[config.mk]
export PLATFORM = sky130hd
export DESIGN_NAME = sfm_top
export DESIGN_NICKNAME = d
export VERILOG_FILES = /design/src/sfm_pkg.sv /design/src/sfm_top.sv
export SDC_FILE = /design/constraint.sdc
export NUM_CORES = 1
export LEC_CHECK = 0
export ABC_AREA = 1
export BUFFER_PORTS_ARGS = -buffer_cell sky130_fd_sc_hd__buf_2
export CAP_MARGIN = 20
export CORE_UTILIZATION = 60
export CTS_BUF_LIST = sky130_fd_sc_hd__clkbuf_4 sky130_fd_sc_hd__clkbuf_8
export CTS_CLUSTER_SIZE = 10
export DETAILED_ROUTE_END_ITERATION = 10
export PLACE_DENSITY = 0.82
export SYNTH_ARGS = -nofsm -noshare
export SYNTH_HDL_FRONTEND = slang
export SYNTH_SLANG_ARGS = --single-unit
[constraint.sdc]
create_clock -name i_clk -period 7.6 [get_ports i_clk]
set_clock_uncertainty 0.05 [all_clocks]
set_input_delay 0.38 -clock i_clk [delete_from_list [all_inputs] [get_ports i_clk]]
set_output_delay 0.38 -clock i_clk [all_outputs]
set_load 0.05 [all_outputs]
[src/sfm_pkg.sv]
// Package of constants and types for the system failure manager
package sfm_pkg;
  // Register byte offsets on the APB
  localparam logic [7:0] OFS_MASK    = 8'h00;
  localparam logic [7:0] OFS_ACTION  = 8'h04;
  localparam logic [7:0] OFS_CTRL    = 8'h08;
  localparam logic [7:0] OFS_FILTER  = 8'h0C;
  localparam logic [7:0] OFS_MONSEL  = 8'h10;
  localparam logic [7:0] OFS_OSPEED  = 8'h14;
  localparam logic [7:0] OFS_DSTEP   = 8'h18;
  localparam logic [7:0] OFS_CODEMON = 8'h1C;
  localparam logic [7:0] OFS_STATUS  = 8'h20;
  localparam logic [7:0] OFS_SPEED   = 8'h24;

  // Reset values
  localparam logic [15:0] RST_MASK   = 16'hFFFF;
  localparam logic [15:0] RST_ACTION = 16'h0000;
  localparam logic [1:0]  RST_CTRL   = 2'h0;
  localparam logic [3:0]  RST_FILTER = 4'h4;
  localparam logic [7:0]  RST_MONSEL = 8'h00;
  localparam logic [15:0] RST_OSPEED = 16'h7FFF;
  localparam logic [15:0] RST_DSTEP  = 16'h0010;

  // Control register fields
  localparam int CTRL_PROFILE_BIT = 0;
  localparam int CTRL_POL_BIT     = 1;

  // Failure source positions and count
  localparam int NUM_SRC     = 10;
  localparam int SRC_OSPEED  = 0;
  localparam int SRC_LIMIT   = 6;
  localparam int SRC_BRKSEQ  = 7;
  localparam int SRC_ESTOP   = 8;

  // Failure codes
  localparam logic [7:0] CODE_NONE   = 8'h00;
  localparam logic [7:0] CODE_LIMIT  = 8'h07;
  localparam logic [7:0] CODE_BRKSEQ = 8'h08;
  localparam logic [7:0] CODE_ESTOP  = 8'h09;

  // Monitor selection values
  localparam logic [7:0] MONSEL_CODE  = 8'h61;
  localparam logic [7:0] MONSEL_SPEED = 8'h43;

  // Deceleration tick timing
  localparam int CLK_PERIOD_NS = 10;
  localparam int TICK_NS       = 1000;
  localparam int TICK_CYC      = TICK_NS / CLK_PERIOD_NS;

  typedef enum logic [4:0] {
    ST_RUN   = 5'b00001,
    ST_HOLD  = 5'b00010,
    ST_DECEL = 5'b00100,
    ST_STOP  = 5'b01000,
    ST_BRAKE = 5'b10000
  } sfm_state_t;
endpackage

[src/sfm_top.sv]
// System failure manager: latching, priority, stop control, speed filter, monitor
// Notes on behaviour
// RL1: Ten sources on mask bits 0 to 9
// RL2: Source counts only when its mask bit set
// RL3: Action bit 0 decelerates, 1 brakes
// RL4: Brake sequence fault always brakes
// RL5: Failure output on any enabled failure, polarity
// RL6: Priority brake seq, limit, estop, others
// RL7: S-curve stop waits out acceleration
// RL8: Linear stop from frequency at detection
// RL9: Failure stop skips creep speed
// RL10: Linear failure stop disables sway, adaptive control
// RL11: Brake stop drops brake open command
// RL12: Speed from position, lag filtered, judged
// RL13: Operator stops, reads, fixes, then resets
// RL14: Low byte holds first failure code
// RL15: High byte holds highest priority code
// RL16: Codes 1 to 10 follow bit order
// RL17: Monitor shows code at selection 97
// RL18: Monitor shows speed at selection 67
// RL19: Failures stay latched until drive reset
// RL20: Stop starts cycle after first latch
//
// The implementer's own choices: the APB interface to the registers and the register addresses.
`timescale 1ns/1ps
module sfm_top
  import sfm_pkg::*;
(
  input  wire logic        i_clk,
  input  wire logic        i_rstn,
  input  wire logic        i_psel,
  input  wire logic        i_penable,
  input  wire logic        i_pwrite,
  input  wire logic [7:0]  i_paddr,
  input  wire logic [31:0] i_pwdata,
  output logic      [31:0] o_prdata,
  output logic             o_pready,
  output logic             o_pslverr,
  input  wire logic [9:0]  i_fail_src,
  input  wire logic        i_run_cmd,
  input  wire logic        i_accel,
  input  wire logic [15:0] i_out_freq,
  input  wire logic        i_brake_open_req,
  input  wire logic [31:0] i_pos,
  input  wire logic        i_pos_valid,
  output logic             o_failure_output,
  output logic             o_brake_open_cmd,
  output logic             o_run_en,
  output logic      [15:0] o_freq_cmd,
  output logic             o_creep_en,
  output logic             o_antisway_en,
  output logic             o_adaptive_en,
  output logic      [15:0] o_monitor
);

  // Code of the winning failure among a latched set
  function automatic logic [7:0] prio_code(input logic [NUM_SRC-1:0] lat,
                                           input logic [15:0] act);
    logic [7:0] code;
    code = CODE_NONE;
    for (int i = NUM_SRC - 1; i >= 0; i--) begin
      if (lat[i]) begin
        code = 8'(i + 1);
      end
    end
    if (lat[SRC_ESTOP] && act[SRC_ESTOP]) begin
      code = CODE_ESTOP;
    end
    if (lat[SRC_LIMIT] && act[SRC_LIMIT]) begin
      code = CODE_LIMIT;
    end
    if (lat[SRC_BRKSEQ]) begin
      code = CODE_BRKSEQ;
    end
    return code;
  endfunction

  // Stop action of a code: brake sequence fault ignores its action bit
  function automatic logic code_brakes(input logic [7:0] code, input logic [15:0] act);
    logic [3:0] idx;
    idx = 4'(code - 8'h01);
    return (code == CODE_BRKSEQ) || ((code != CODE_NONE) && act[idx]);
  endfunction

  logic [15:0]         mask_reg;
  logic [15:0]         act_reg;
  logic [1:0]          ctrl_reg;
  logic [3:0]          filt_shift_reg;
  logic [7:0]          monsel_reg;
  logic [15:0]         ospeed_reg;
  logic [15:0]         dstep_reg;
  logic [NUM_SRC-1:0]  lat_reg;
  logic [NUM_SRC-1:0]  lat_next;
  logic [NUM_SRC-1:0]  src_eff;
  logic [7:0]          first_code_reg;
  logic [7:0]          hi_code_reg;
  logic [7:0]          hi_code_next;
  logic                brake_next;
  logic                first_hit;
  sfm_state_t          state_reg;
  logic [15:0]         freq_reg;
  logic [15:0]         step_reg;
  logic [6:0]          tick_cnt_reg;
  logic                tick_reg;
  logic [31:0]         pos_prev_reg;
  logic signed [23:0]  filt_reg;
  logic signed [15:0]  raw_speed;
  logic signed [23:0]  filt_err;
  logic [15:0]         speed_abs;
  logic                overspeed;
  logic                apb_acc;
  logic                apb_wr;
  logic                lin_sel;
  logic                fail_stop;

  assign lin_sel = ctrl_reg[CTRL_PROFILE_BIT];

  // APB slave, one wait state: pready rises on the second access cycle
  assign apb_acc = i_psel && i_penable && !o_pready;
  assign apb_wr  = i_psel && i_penable && o_pready && i_pwrite;

  always_ff @(posedge i_clk) begin
    if (!i_rstn) begin
      o_pready  <= 1'b0;
      o_pslverr <= 1'b0;
      o_prdata  <= 32'h0000_0000;
    end else begin
      o_pready  <= apb_acc;
      o_pslverr <= 1'b0;
      o_prdata  <= 32'h0000_0000;
      if (apb_acc) begin
        case (i_paddr)
          OFS_MASK:    o_prdata <= {16'h0000, mask_reg};
          OFS_ACTION:  o_prdata <= {16'h0000, act_reg};
          OFS_CTRL:    o_prdata <= {30'h0, ctrl_reg};
          OFS_FILTER:  o_prdata <= {28'h000_0000, filt_shift_reg};
          OFS_MONSEL:  o_prdata <= {24'h00_0000, monsel_reg};
          OFS_OSPEED:  o_prdata <= {16'h0000, ospeed_reg};
          OFS_DSTEP:   o_prdata <= {16'h0000, dstep_reg};
          OFS_CODEMON: o_prdata <= {16'h0000, hi_code_reg, first_code_reg};
          OFS_STATUS:  o_prdata <= {11'h0, state_reg, 6'h00, lat_reg};
          OFS_SPEED:   o_prdata <= {16'h0000, filt_reg[23:8]};
          default:     o_pslverr <= 1'b1;
        endcase
      end
    end
  end

  // Writes land on the edge that completes the access; read-only and unmapped ignored
  always_ff @(posedge i_clk) begin
    if (!i_rstn) begin
      mask_reg       <= RST_MASK;
      act_reg        <= RST_ACTION;
      ctrl_reg       <= RST_CTRL;
      filt_shift_reg <= RST_FILTER;
      monsel_reg     <= RST_MONSEL;
      ospeed_reg     <= RST_OSPEED;
      dstep_reg      <= RST_DSTEP;
    end else if (apb_wr) begin
      case (i_paddr)
        OFS_MASK:   mask_reg       <= i_pwdata[15:0];
        OFS_ACTION: act_reg        <= i_pwdata[15:0];
        OFS_CTRL:   ctrl_reg       <= i_pwdata[1:0];
        OFS_FILTER: filt_shift_reg <= i_pwdata[3:0];
        OFS_MONSEL: monsel_reg     <= i_pwdata[7:0];
        OFS_OSPEED: ospeed_reg     <= i_pwdata[15:0];
        OFS_DSTEP:  dstep_reg      <= i_pwdata[15:0];
        default: ;
      endcase
    end
  end

  // RL12 differentiate and filter
  assign raw_speed = signed'(16'(i_pos - pos_prev_reg));
  assign filt_err  = signed'({raw_speed, 8'h00}) - filt_reg;

  always_ff @(posedge i_clk) begin
    if (!i_rstn) begin
      pos_prev_reg <= 32'h0000_0000;
      filt_reg     <= 24'sh00_0000;
    end else if (i_pos_valid) begin
      pos_prev_reg <= i_pos;
      filt_reg     <= filt_reg + (filt_err >>> filt_shift_reg);
    end
  end

  // RL12 judge overspeed on filtered value
  assign speed_abs = filt_reg[23] ? 16'(-filt_reg[23:8]) : filt_reg[23:8];
  assign overspeed = speed_abs > ospeed_reg;

  // RL1 bit order of sources, overspeed also fed by the filter
  always_comb begin
    src_eff             = i_fail_src;
    src_eff[SRC_OSPEED] = i_fail_src[SRC_OSPEED] || overspeed;
  end

  // RL2 mask gating; RL19 sticky latch
  assign lat_next     = lat_reg | (src_eff & mask_reg[NUM_SRC-1:0]);
  assign first_hit    = (lat_reg == '0) && (lat_next != '0);
  // RL6 priority selects code and action
  assign hi_code_next = prio_code(lat_next, act_reg);
  // RL3 action bit chooses brake or decel; RL4 brake sequence forced
  assign brake_next   = code_brakes(hi_code_next, act_reg);

  always_ff @(posedge i_clk) begin
    if (!i_rstn) begin
      lat_reg <= '0;
    end else begin
      lat_reg <= lat_next;
    end
  end

  // RL14 first code kept; RL15 highest priority so far; RL16 code values
  always_ff @(posedge i_clk) begin
    if (!i_rstn) begin
      first_code_reg <= CODE_NONE;
      hi_code_reg    <= CODE_NONE;
    end else begin
      if (first_hit) begin
        first_code_reg <= hi_code_next;
      end
      hi_code_reg <= hi_code_next;
    end
  end

  // Tick divider paces the frequency ramp
  always_ff @(posedge i_clk) begin
    if (!i_rstn) begin
      tick_cnt_reg <= 7'h00;
      tick_reg     <= 1'b0;
    end else if (tick_cnt_reg == 7'(TICK_CYC - 1)) begin
      tick_cnt_reg <= 7'h00;
      tick_reg     <= 1'b1;
    end else begin
      tick_cnt_reg <= tick_cnt_reg + 7'h01;
      tick_reg     <= 1'b0;
    end
  end

  // Stop sequencer; a later higher-priority brake failure escalates a running decel
  always_ff @(posedge i_clk) begin
    if (!i_rstn) begin
      state_reg <= ST_RUN;
    end else begin
      case (state_reg)
        ST_RUN: begin
          // RL20 stop starts next cycle
          if (first_hit) begin
            if (brake_next) begin
              state_reg <= ST_BRAKE;
            end else if (!lin_sel && i_accel) begin
              // RL7 S-curve waits for accel end
              state_reg <= ST_HOLD;
            end else begin
              state_reg <= ST_DECEL;
            end
          end
        end
        ST_HOLD: begin
          if (brake_next) begin
            state_reg <= ST_BRAKE;
          end else if (!i_accel) begin
            state_reg <= ST_DECEL;
          end
        end
        ST_DECEL: begin
          if (brake_next) begin
            state_reg <= ST_BRAKE;
          end else if (freq_reg == 16'h0000) begin
            state_reg <= ST_STOP;
          end
        end
        ST_STOP:  state_reg <= brake_next ? ST_BRAKE : ST_STOP;
        ST_BRAKE: state_reg <= ST_BRAKE;
        default:  state_reg <= ST_BRAKE;
      endcase
    end
  end

  // Frequency ramp: S-curve grows its step, linear uses the full step at once
  always_ff @(posedge i_clk) begin
    if (!i_rstn) begin
      freq_reg <= 16'h0000;
      step_reg <= 16'h0000;
    end else if (state_reg == ST_RUN || state_reg == ST_HOLD) begin
      // RL8 linear ramp starts from frequency at detection
      freq_reg <= i_out_freq;
      step_reg <= lin_sel ? dstep_reg : 16'h0001;
    end else if (state_reg == ST_DECEL && tick_reg) begin
      freq_reg <= (freq_reg > step_reg) ? freq_reg - step_reg : 16'h0000;
      if (!lin_sel && step_reg < dstep_reg) begin
        step_reg <= step_reg + 16'h0001;
      end
    end else if (state_reg == ST_BRAKE) begin
      freq_reg <= 16'h0000;
    end
  end

  assign fail_stop = (state_reg == ST_HOLD) || (state_reg == ST_DECEL);

  // Drive-facing outputs, all registered
  always_ff @(posedge i_clk) begin
    if (!i_rstn) begin
      o_run_en         <= 1'b0;
      o_freq_cmd       <= 16'h0000;
      o_brake_open_cmd <= 1'b0;
      o_creep_en       <= 1'b0;
      o_antisway_en    <= 1'b1;
      o_adaptive_en    <= 1'b1;
    end else begin
      o_run_en   <= i_run_cmd && (state_reg == ST_RUN);
      o_freq_cmd <= (state_reg == ST_RUN) ? i_out_freq : freq_reg;
      // RL11 brake open dropped on brake stop
      o_brake_open_cmd <= i_brake_open_req && (state_reg != ST_BRAKE)
                          && (state_reg != ST_STOP);
      // RL9 no creep once a failure stop runs
      o_creep_en <= (state_reg == ST_RUN);
      // RL10 linear failure stop suspends controls
      o_antisway_en <= !(fail_stop && lin_sel);
      o_adaptive_en <= !(fail_stop && lin_sel);
    end
  end

  // RL5 failure output with selectable polarity
  always_ff @(posedge i_clk) begin
    if (!i_rstn) begin
      o_failure_output <= 1'b0;
    end else begin
      o_failure_output <= (lat_next != '0) ^ ctrl_reg[CTRL_POL_BIT];
    end
  end

  // Monitor output mux
  always_ff @(posedge i_clk) begin
    if (!i_rstn) begin
      o_monitor <= 16'h0000;
    end else begin
      case (monsel_reg)
        // RL17 code selection
        MONSEL_CODE:  o_monitor <= {hi_code_reg, first_code_reg};
        // RL18 speed selection
        MONSEL_SPEED: o_monitor <= filt_reg[23:8];
        default:      o_monitor <= 16'h0000;
      endcase
    end
  end
endmodule

==> metrics, run 1 <==
RSZ-0062 raised after global routing=false; Final period util=88.9%; Die ar.=26100 um^2; power per cell area=408 nW/um^2; Post-Syn Area=15300 um^2; Yosys reg bits=241; IO buf count=135; Final Core Density=68.9%; slowest CP cell=fa_1; clk buf depth=3; final hold violations=0; pin count of the biggest net entering global routing=91; overall routing resource usage=35.8%; GPL Wtd Cong=0.984; setup bufs post-CTS=0; Avg WL per Cell=17.6 um; Max Used Layer=met4; met1 WL=19200 um; Die W=161 um; Core Rows=57; critical path's top delay family=compound AO/OA/AOI/OAI gates; post-synthesis average cell area=6.84 um^2; Initial Util=62.0%; Synth-to-Final Area Change=11.1%; WL final=47400 um; Inserted Diodes=0; Slew Limit Fails=0; DRC errors left=0; NumNets Final=2553; combinational family with the most area after synthesis=simple AND/OR/NAND/NOR gates; startpoint class of the critical path=flip-flop; Final Instance Area=17000 um^2; grt ovf=0; H-tree levels=2; dpl ws=0.737 ns; Peak VDD IR=0.261 mV; Critical Path AT=7.14 ns; vias per cell=5.93; Clock transition at path regs=0.06 ns; core area=24600 um^2; Final WS setup=0.841 ns; Slew headroom=21.9%; CTS tree=yes; worst-path maximum fanout=5; XOR/XNOR Fraction of Synth Area=4.25%; Setup Total Neg Slack=0 ns; CP Buf/Inv Count=5; ys async rst share=0%; via count of the first global-routing pass=14800; EDFF count, synth=0; Clock Sinks=241; Synth cell types=59; worst endpoint required time=7.98 ns; Critical Path End Type=flip-flop; worst setup path class=flip-flop to flip-flop; CP max stage delay=0.42 ns; DR iter-0 viols=1720; Synth Flop Type=dfxtp_1; first-pass GRT wire length=74800 um; layout cell share with drive strength beyond 1=11.6%; Simple-Gate Fraction of Synth Area=23.1%; Hold WC Path Type=input pin to flip-flop; max reg flops=24; metal2 WL=21800 um; Num CTS Buffers=42; Least-Margin Pin Slew=1.17 ns; Max-Cap Viols=0; Final HPWL DP=35400 um; clock root cell=clkbuf_8; Compound-Gate Fraction of Synth Area=21.4%; number of I/O pins=179; # setup viols final=0; placed instance area=16000 um^2; met3 WL post-DR=4300 um; Die Y=161 um; fin crit period=6.76 ns; Yosys warnings=0; antenna violations before repair=0; TritonRoute pass-1 iters=6; Max Clk Rate=0.148 GHz; Post-Synth Adder-Cell Area=9.25%; Post-CTS Resized=0; status=complete, no violations; multiplexer area fraction after synthesis=0.197%; cell count after synthesis=2231; post-synthesis sequential area ratio=31.6%; Vias=15900; Clock Latency Late Sink=0.56 ns; Final ANT Viol Nets=0; Leakage Power=7.96 nW
-- tightest hold or removal path, delay by kind of cell --
family	cells	cell delay [ns]
buf+inv	1	0.09
simple gates	2	0.12
-- path summary, 6_finish.rpt --
kind                                 startpoint         endpoint  slack (ns)  depth (start not counted)
worst max-delay path            pos_prev_reg[0]     filt_reg[21]        0.84                         46
worst min-delay path             i_out_freq[11]   o_freq_cmd[11]        0.02                          3
worst max register to register  pos_prev_reg[0]     filt_reg[21]        0.84                         46
worst min register to register  tick_cnt_reg[0]  tick_cnt_reg[0]        0.39                          1
-- metal layers --
layer | GRT usage, % | vias to the layer above
li1 | - | 7680
met1 | 46.4 | 7306
met2 | 58.9 | 793
met3 | 5.01 | 161
met4 | 16.0 | 0
met5 | 0 | -
-- final cells by class --
type	instances	area, um^2
inverter	300	1130
timing repair buffer	145	761
multi-input combinational	1605	8930
clock buffer	67	822
sequential	241	4820
clock inverter	6	91.3
tap	324	405
fill	2181	7650
-- timing repair --
item / in CTS / in global routing
setup endpoints to repair: 0 / 0
hold buffers: 3 / 0
hold endpoints to repair: 3 / 0
-- cell families after synthesis --
logic type               after synthesis
XOR/XNOR                              74
multiplexers                           3
other                                  1
AND/OR/NAND/NOR                      818
buffers and inverters                395
flip-flops                           241
adder cells (fa/ha/maj)              111
AO/OA/AOI/OAI                        588
-- where the power goes --
group / internal [mW] / switching [mW] / leakage (nW)
combinational: 1.37 / 2.63 / 5.51
clock: 0.753 / 0.535 / 0.479
sequential: 1.45 / 0.179 / 1.97
-- cell usage after synthesis (all sizes together) (13+ instances only) --
| cell type | number | area (um^2) |
|---|---|---|
| a31oi | 41 | 257 |
| xnor2 | 16 | 140 |
| nor3 | 46 | 245 |
| a21oi | 225 | 1150 |
| nand2 | 390 | 1500 |
| dfxtp | 241 | 4820 |
| o21ai | 223 | 1120 |
| o22ai | 38 | 238 |
| o211ai | 13 | 97.6 |
| xor2 | 58 | 508 |
| ha | 108 | 1350 |
| nor2 | 189 | 722 |
| nand4 | 15 | 93.8 |
| nand3 | 151 | 801 |
| inv | 296 | 1110 |
| buf | 22 | 143 |
| clkbuf | 73 | 278 |
-- placed cells by master, fill, tap and decap left out, types with 43 or more instances in the layout --
| cell type | instances |
|---|---|
| ha_1 | 108 |
| nor3_1 | 43 |
| a21oi_1 | 219 |
| inv_1 | 276 |
| dfxtp_1 | 241 |
| nor2_1 | 186 |
| nand2_1 | 381 |
| xor2_1 | 58 |
| nand3_1 | 145 |
| o21ai_0 | 180 |
| buf_2 | 134 |
| clkbuf_8 | 51 |
-- through the flow --
step / hold WS, ns / power, mW / cells
after floorplan: 0.368 / 4.65 / 2241
after global placement: 0.378 / 5.45 / 2612
after detailed placement: 0.385 / 5.53 / 2612
after CTS: 0.00514 / 6.84 / 2688
after global routing: 0.0219 / 7.47 / 2688
final: 0.0209 / 6.91 / 2688
No activity file was read; power rests on OpenSTA's default activity.
==> run 2: changes to the inputs <==
==> constraint.sdc (replaced) <==
create_clock -name i_clk -period 7.6 [get_ports i_clk]
set_clock_uncertainty 0.05 [all_clocks]
set_input_delay 0.76 -clock i_clk [delete_from_list [all_inputs] [get_ports i_clk]]
set_output_delay 0.76 -clock i_clk [all_outputs]
set_load 0.05 [all_outputs]
==> run 2 against run 1 <==
  * Sequential power about the same
  * Highest routed layer unchanged
  * Critical path depth up 2
  * Routed wire length about the same
  * Global-route usage down 0.081 points
  * Setup slack worse by 0.096 ns
  * Critical endpoint is now filt_reg[22]
==> metrics, run 2 (synthesis results as in run 1) <==
Clock Sinks=241; CP max stage delay=0.42 ns; grt ovf=0; Num CTS Buffers=41; clock root cell=clkbuf_8; Peak VDD IR=0.206 mV; slowest CP cell=fa_1; Final HPWL DP=35300 um; CTS tree=yes; Die Y=161 um; Critical Path End Type=flip-flop; WL final=47400 um; first-pass GRT wire length=74400 um; layout cell share with drive strength beyond 1=11.5%; Slew headroom=19.5%; clk buf depth=3; Avg WL per Cell=17.7 um; TritonRoute pass-1 iters=7; worst endpoint required time=7.97 ns; power share of the sequential group=23.9%; clock network power share=17.6%; setup bufs post-CTS=0; Vias=15900; DRC errors left=0; RSZ-0062 raised after global routing=false; overall routing resource usage=35.7%; Slew Limit Fails=0; pin count of the biggest net entering global routing=91; Critical Path AT=7.22 ns; Max-Cap Viols=0; Final ANT Viol Nets=0; PnR Total Power=6.81 mW; NumNets Final=2549; Least-Margin Pin Slew=1.20 ns; core area=24600 um^2; number of I/O pins=179; fin crit period=6.85 ns; Clock Latency Late Sink=0.55 ns; # setup viols final=0; Synth-to-Final Area Change=10.4%; hold_buf cts=0; Die W=161 um; crit-path most repeated cell=nand2_1; Setup Total Neg Slack=0 ns; H-tree levels=2; Hold WC Path Type=input pin to flip-flop; Sw Share=48.9%; internal power=3.48 mW; Inserted Diodes=0; Leakage Power=7.92 nW; worst-path maximum fanout=5; startpoint class of the critical path=input pin; DR iter-0 viols=1805; vias per cell=5.92; GPL Wtd Cong=0.984; status=complete, no violations; Initial Util=62.0%; Final period util=90.2%; commonest non-fill, non-tap cell in the layout=nand2_1; Max Clk Rate=0.146 GHz; Clock transition at path regs=0.06 ns; power per cell area=404 nW/um^2; IO buf count=135; via count of the first global-routing pass=14700; commonest non-fill, non-tap cells in the layout=nand2_1 (381), inv_1 (276), dfxtp_1 (241), a21oi_1 (219), nor2_1 (186); Sw Pwr=3.33 mW; Post-CTS Resized=0; final hold violations=0; worst setup path class=input pin to flip-flop; antenna violations before repair=0; max reg flops=24; Core Rows=57; Logic pwr share=58.6%; Die ar.=26100 um^2
[run 2: cell types whose count changed in the layout (fill, tap and decap cells not counted), sizes merged]
cell and delta:
clkinv +6, clkbuf -5, dlygate4sd3 -3, bufinv -2, clkinvlp -2
[run 2: worst max-delay path: cells and delay by family]
| kind | cells | cell delay [ns] |
|---|---|---|
| buf+inv | 7 | 0.38 |
| simple gates | 20 | 2.04 |
| fa+ha+maj | 4 | 1.30 |
| compound gates | 16 | 2.58 |
| xor+xnor | 1 | 0.14 |
[run 2: through the flow]
stage	util, %	area, um^2	setup WS, ns	hold slack [ns]	instances
3_5_place_dp	65.1	16000	0.333	0.400	2612
5_1_grt	68.4	16800	0.0960	0.402	2682
6_report	68.4	16800	0.745	0.394	2682
4_1_cts	68.4	16800	0.861	0.377	2682
2_1_floorplan	-	15300	1.42	0.368	2241
3_3_place_gp	65.1	16000	0.550	0.378	2612
[run 2: cell type report]
cell class / count / area [um^2]
multi-input cells: 1605 / 8930
fillers: 2202 / 7760
flip-flops and latches: 241 / 4820
inverters: 300 / 1130
clock buffers: 62 / 785
repair buffers: 142 / 731
well taps: 324 / 405
clock inverters: 8 / 43.8
[run 2: layer usage]
metal / global-route usage (%) / share of wire (%)
met2: 58.2 / 45
met5: 0 / 0
met3: 4.98 / 8.8
met4: 16.8 / 4.4
met1: 46.6 / 41
[run 2: path summary, 6_finish.rpt]
| kind | from | end | slack [ns] | cells past startpoint |
|---|---|---|---|---|
| max | i_pos[0] | filt_reg[22] | 0.75 | 48 |
| min | i_brake_open_req | o_brake_open_cmd | 0.39 | 3 |
| max reg2reg | pos_prev_reg[0] | filt_reg[22] | 0.80 | 46 |
| min reg2reg | tick_cnt_reg[0] | tick_cnt_reg[0] | 0.40 | 1 |
[run 2: power groups by stage]
stage	logic [mW]	registers, mW	clock network (mW)
after global placement	3.81	1.64	0
after floorplan	2.90	1.75	0
after global routing	4.45	1.65	1.26
final	3.99	1.62	1.19
after detailed placement	3.88	1.64	0
after CTS	3.91	1.62	1.20
==> run 3: changes to the inputs <==
- ABC_AREA: 1 -> 0
- CORE_UTILIZATION: 60 -> 30
- PLACE_DENSITY: 0.82 -> not set
==> run 3 against run 2 <==
  * Via count fell by 4.4%
  * Critical endpoint is now filt_reg[23]
  * Synthesized cell count fell by 11%
  * Largest power group unchanged
  * Routed wire length rose by 6.4%
  * Global-route usage fell by 17 points
  * Cell area rose by 10%
==> metrics, run 3 <==
grt ovf=0; Yosys warnings=0; Reg2Reg Depth=34; TritonRoute pass-1 iters=7; worst setup path class=flip-flop to flip-flop; Clock Sinks=241; via count of the first global-routing pass=14900; Storage cell area=4830 um^2; Post-Syn Area=15600 um^2; Clock transition at path regs=0.05 ns; WL final=50400 um; PnR Total Power=6.31 mW; commonest non-fill, non-tap cell in the layout=nand2_1; antenna violations before repair=2; worst endpoint required time=8.06 ns; layout cell share with drive strength beyond 1=16.8%; clk buf depth=3; clock root cell=clkbuf_8; Peak VDD IR=0.263 mV; Slew headroom=35.3%; Worst Hold Path Cells=3; hold_buf cts=0; Final ANT Viol Nets=0; slowest CP cell=fa_1; pin count of the biggest net entering global routing=63; vias per cell=5.27; Die Y=230 um; Synth Flop Type=dfxtp_1; Hold WC Path Type=input pin to flip-flop; post-synthesis sequential area ratio=30.9%; EDFF count, synth=0; Inst Count DP=2792; Critical Path AT=7.54 ns; commonest cells in the netlist=nand2_1 (272), dfxtp_1 (241), nor2_1 (175); Vias=15200; first-pass GRT wire length=78600 um; Synth-to-Final Area Change=19.1%; status=complete, no violations; IO buf count=135; Avg WL per Cell=17.5 um; largest cells by area after synthesis=dfxtp_1 (31%), ha_1 (8.7%), nand2_1 (6.5%), mux2i_1 (5.5%), a21oi_1 (4.9%); max reg flops=24; final cell count without fillers=2878; fin crit period=7.08 ns; Setup Total Neg Slack=0 ns; Initial Util=30.4%; Synth top area share=30.9%; Max-Cap Viols=0; Fillers=5398; Num CTS Buffers=47; worst-path maximum fanout=3; startpoint class of the critical path=flip-flop; Final WS setup=0.522 ns; ys async rst share=0%; Synth cell types=83; number of I/O pins=179; post-synthesis average cell area=7.87 um^2; Die ar.=53000 um^2; final hold violations=0; DRC errors left=0; GPL Wtd Cong=0.934; flop2flop setup slack=0.52 ns; dpl ws=-0.573 ns; Yosys reg bits=241; area of the multi-input gates=10000 um^2; Slew Limit Fails=0; commonest non-fill, non-tap cells in the layout=nand2_1 (272), dfxtp_1 (240), nor2_1 (175), a21oi_1 (150), buf_2 (135); Critical Path End Type=flip-flop; Max Clk Rate=0.141 GHz; Least-Margin Pin Slew=0.965 ns; H-tree levels=2; NumNets Final=2380; Die W=230 um; CP max stage delay=0.39 ns; count leader, synth=nand2_1; cell count after synthesis=1984; # setup viols final=0; DR iter-0 viols=1165; Core Rows=83; Clock Latency Late Sink=0.65 ns; Leakage Power=7.78 nW; overall routing resource usage=18.6%; core area=51400 um^2; Final period util=93.1%; CTS tree=yes; post-synth top area cell=dfxtp_1; power per cell area=339 nW/um^2; Final HPWL DP=37700 um
run 3: cell types whose count changed in the layout (fill, tap and decap cells not counted), moves of 29 or more:
cell / before / now
buf_4: 8 / 97
a21oi_1: 219 / 150
xnor2_1: 16 / 52
o21ai_1: 41 / 2
xor2_1: 58 / 29
mux2i_1: 3 / 86
inv_1: 276 / 108
nand2_1: 381 / 272
nand3_1: 145 / 70
a22oi_1: 0 / 40
o21ai_0: 180 / 69
run 3: power breakdown:
group	internal [mW]	switching (mW)	leakage, nW
sequential	1.36	0.156	1.96
clock	0.879	0.611	0.563
combinational	1.53	1.78	5.25
run 3: critical path, delay by kind of cell (launching register included):
| family | cells | cell delay, ns |
|---|---|---|
| compound gates | 19 | 3.19 |
| fa+ha+maj | 4 | 1.18 |
| simple gates | 4 | 0.68 |
| xor+xnor | 3 | 0.66 |
| mux | 2 | 0.57 |
| flops | 1 | 0.31 |
| buf+inv | 2 | 0.29 |
run 3: what timing repair did:
item / in CTS / in global routing
gates resized for setup: 1 / 17
pin swaps: 0 / 8
hold endpoints to repair: 0 / 0
endpoints found under the setup margin: 1 / 10
buffers inserted: 0 / 1
run 3: logic make-up (layout without fill, tap and decap cells):
family,after synthesis,in the layout,share of synthesized area (%)
adders and majority gates,111,111,9.04
AOI/OAI and AO/OA,489,489,20.9
other,1,12,0.0240
buffers and inverters,225,428,5.77
and+or+nand+nor,734,734,21.9
muxes,101,101,6.84
xor gates and xnor gates,82,82,4.60
DFF,241,241,30.9
run 3: metal layers:
| metal | up-vias | track usage [%] | share of wire (%) |
|---|---|---|---|
| met2 | 440 | 33.6 | 50 |
| met1 | 7149 | 21.5 | 41 |
| met5 | - | 0 | 0 |
| li1 | 7463 | - | - |
| met3 | 108 | 3.16 | 5.8 |
| met4 | 0 | 7.24 | 3.5 |
run 3: metrics by stage:
stage          cell area (um^2)  utilization [%]  hold WS (ns)
6_report                  18600             36.2         0.288
5_1_grt                   18600             36.2         0.293
4_1_cts                   18500             36.1         0.251
3_5_place_dp              17500             33.9         0.382
3_3_place_gp              17500             33.9         0.376
2_1_floorplan             15700                -         0.363
run 3: layout make-up:
| cell class | instances | share of cell area (%) |
|---|---|---|
| sequential | 241 | 25.9 |
| multi-input combinational | 1528 | 53.8 |
| tap | 680 | 4.57 |
| clock buffer | 73 | 4.96 |
| inverter | 112 | 2.27 |
| clock inverter | 11 | 0.841 |
| antenna | 1 | 0.0135 |
| timing repair buffer | 232 | 7.55 |
run 3: worst paths after layout:
check | start | to
hold / removal | i_brake_open_req | o_brake_open_cmd
setup / recovery | pos_prev_reg[0] | filt_reg[23]
hold reg to reg | tick_cnt_reg[0] | tick_cnt_reg[0]
setup reg to reg | pos_prev_reg[0] | filt_reg[23]
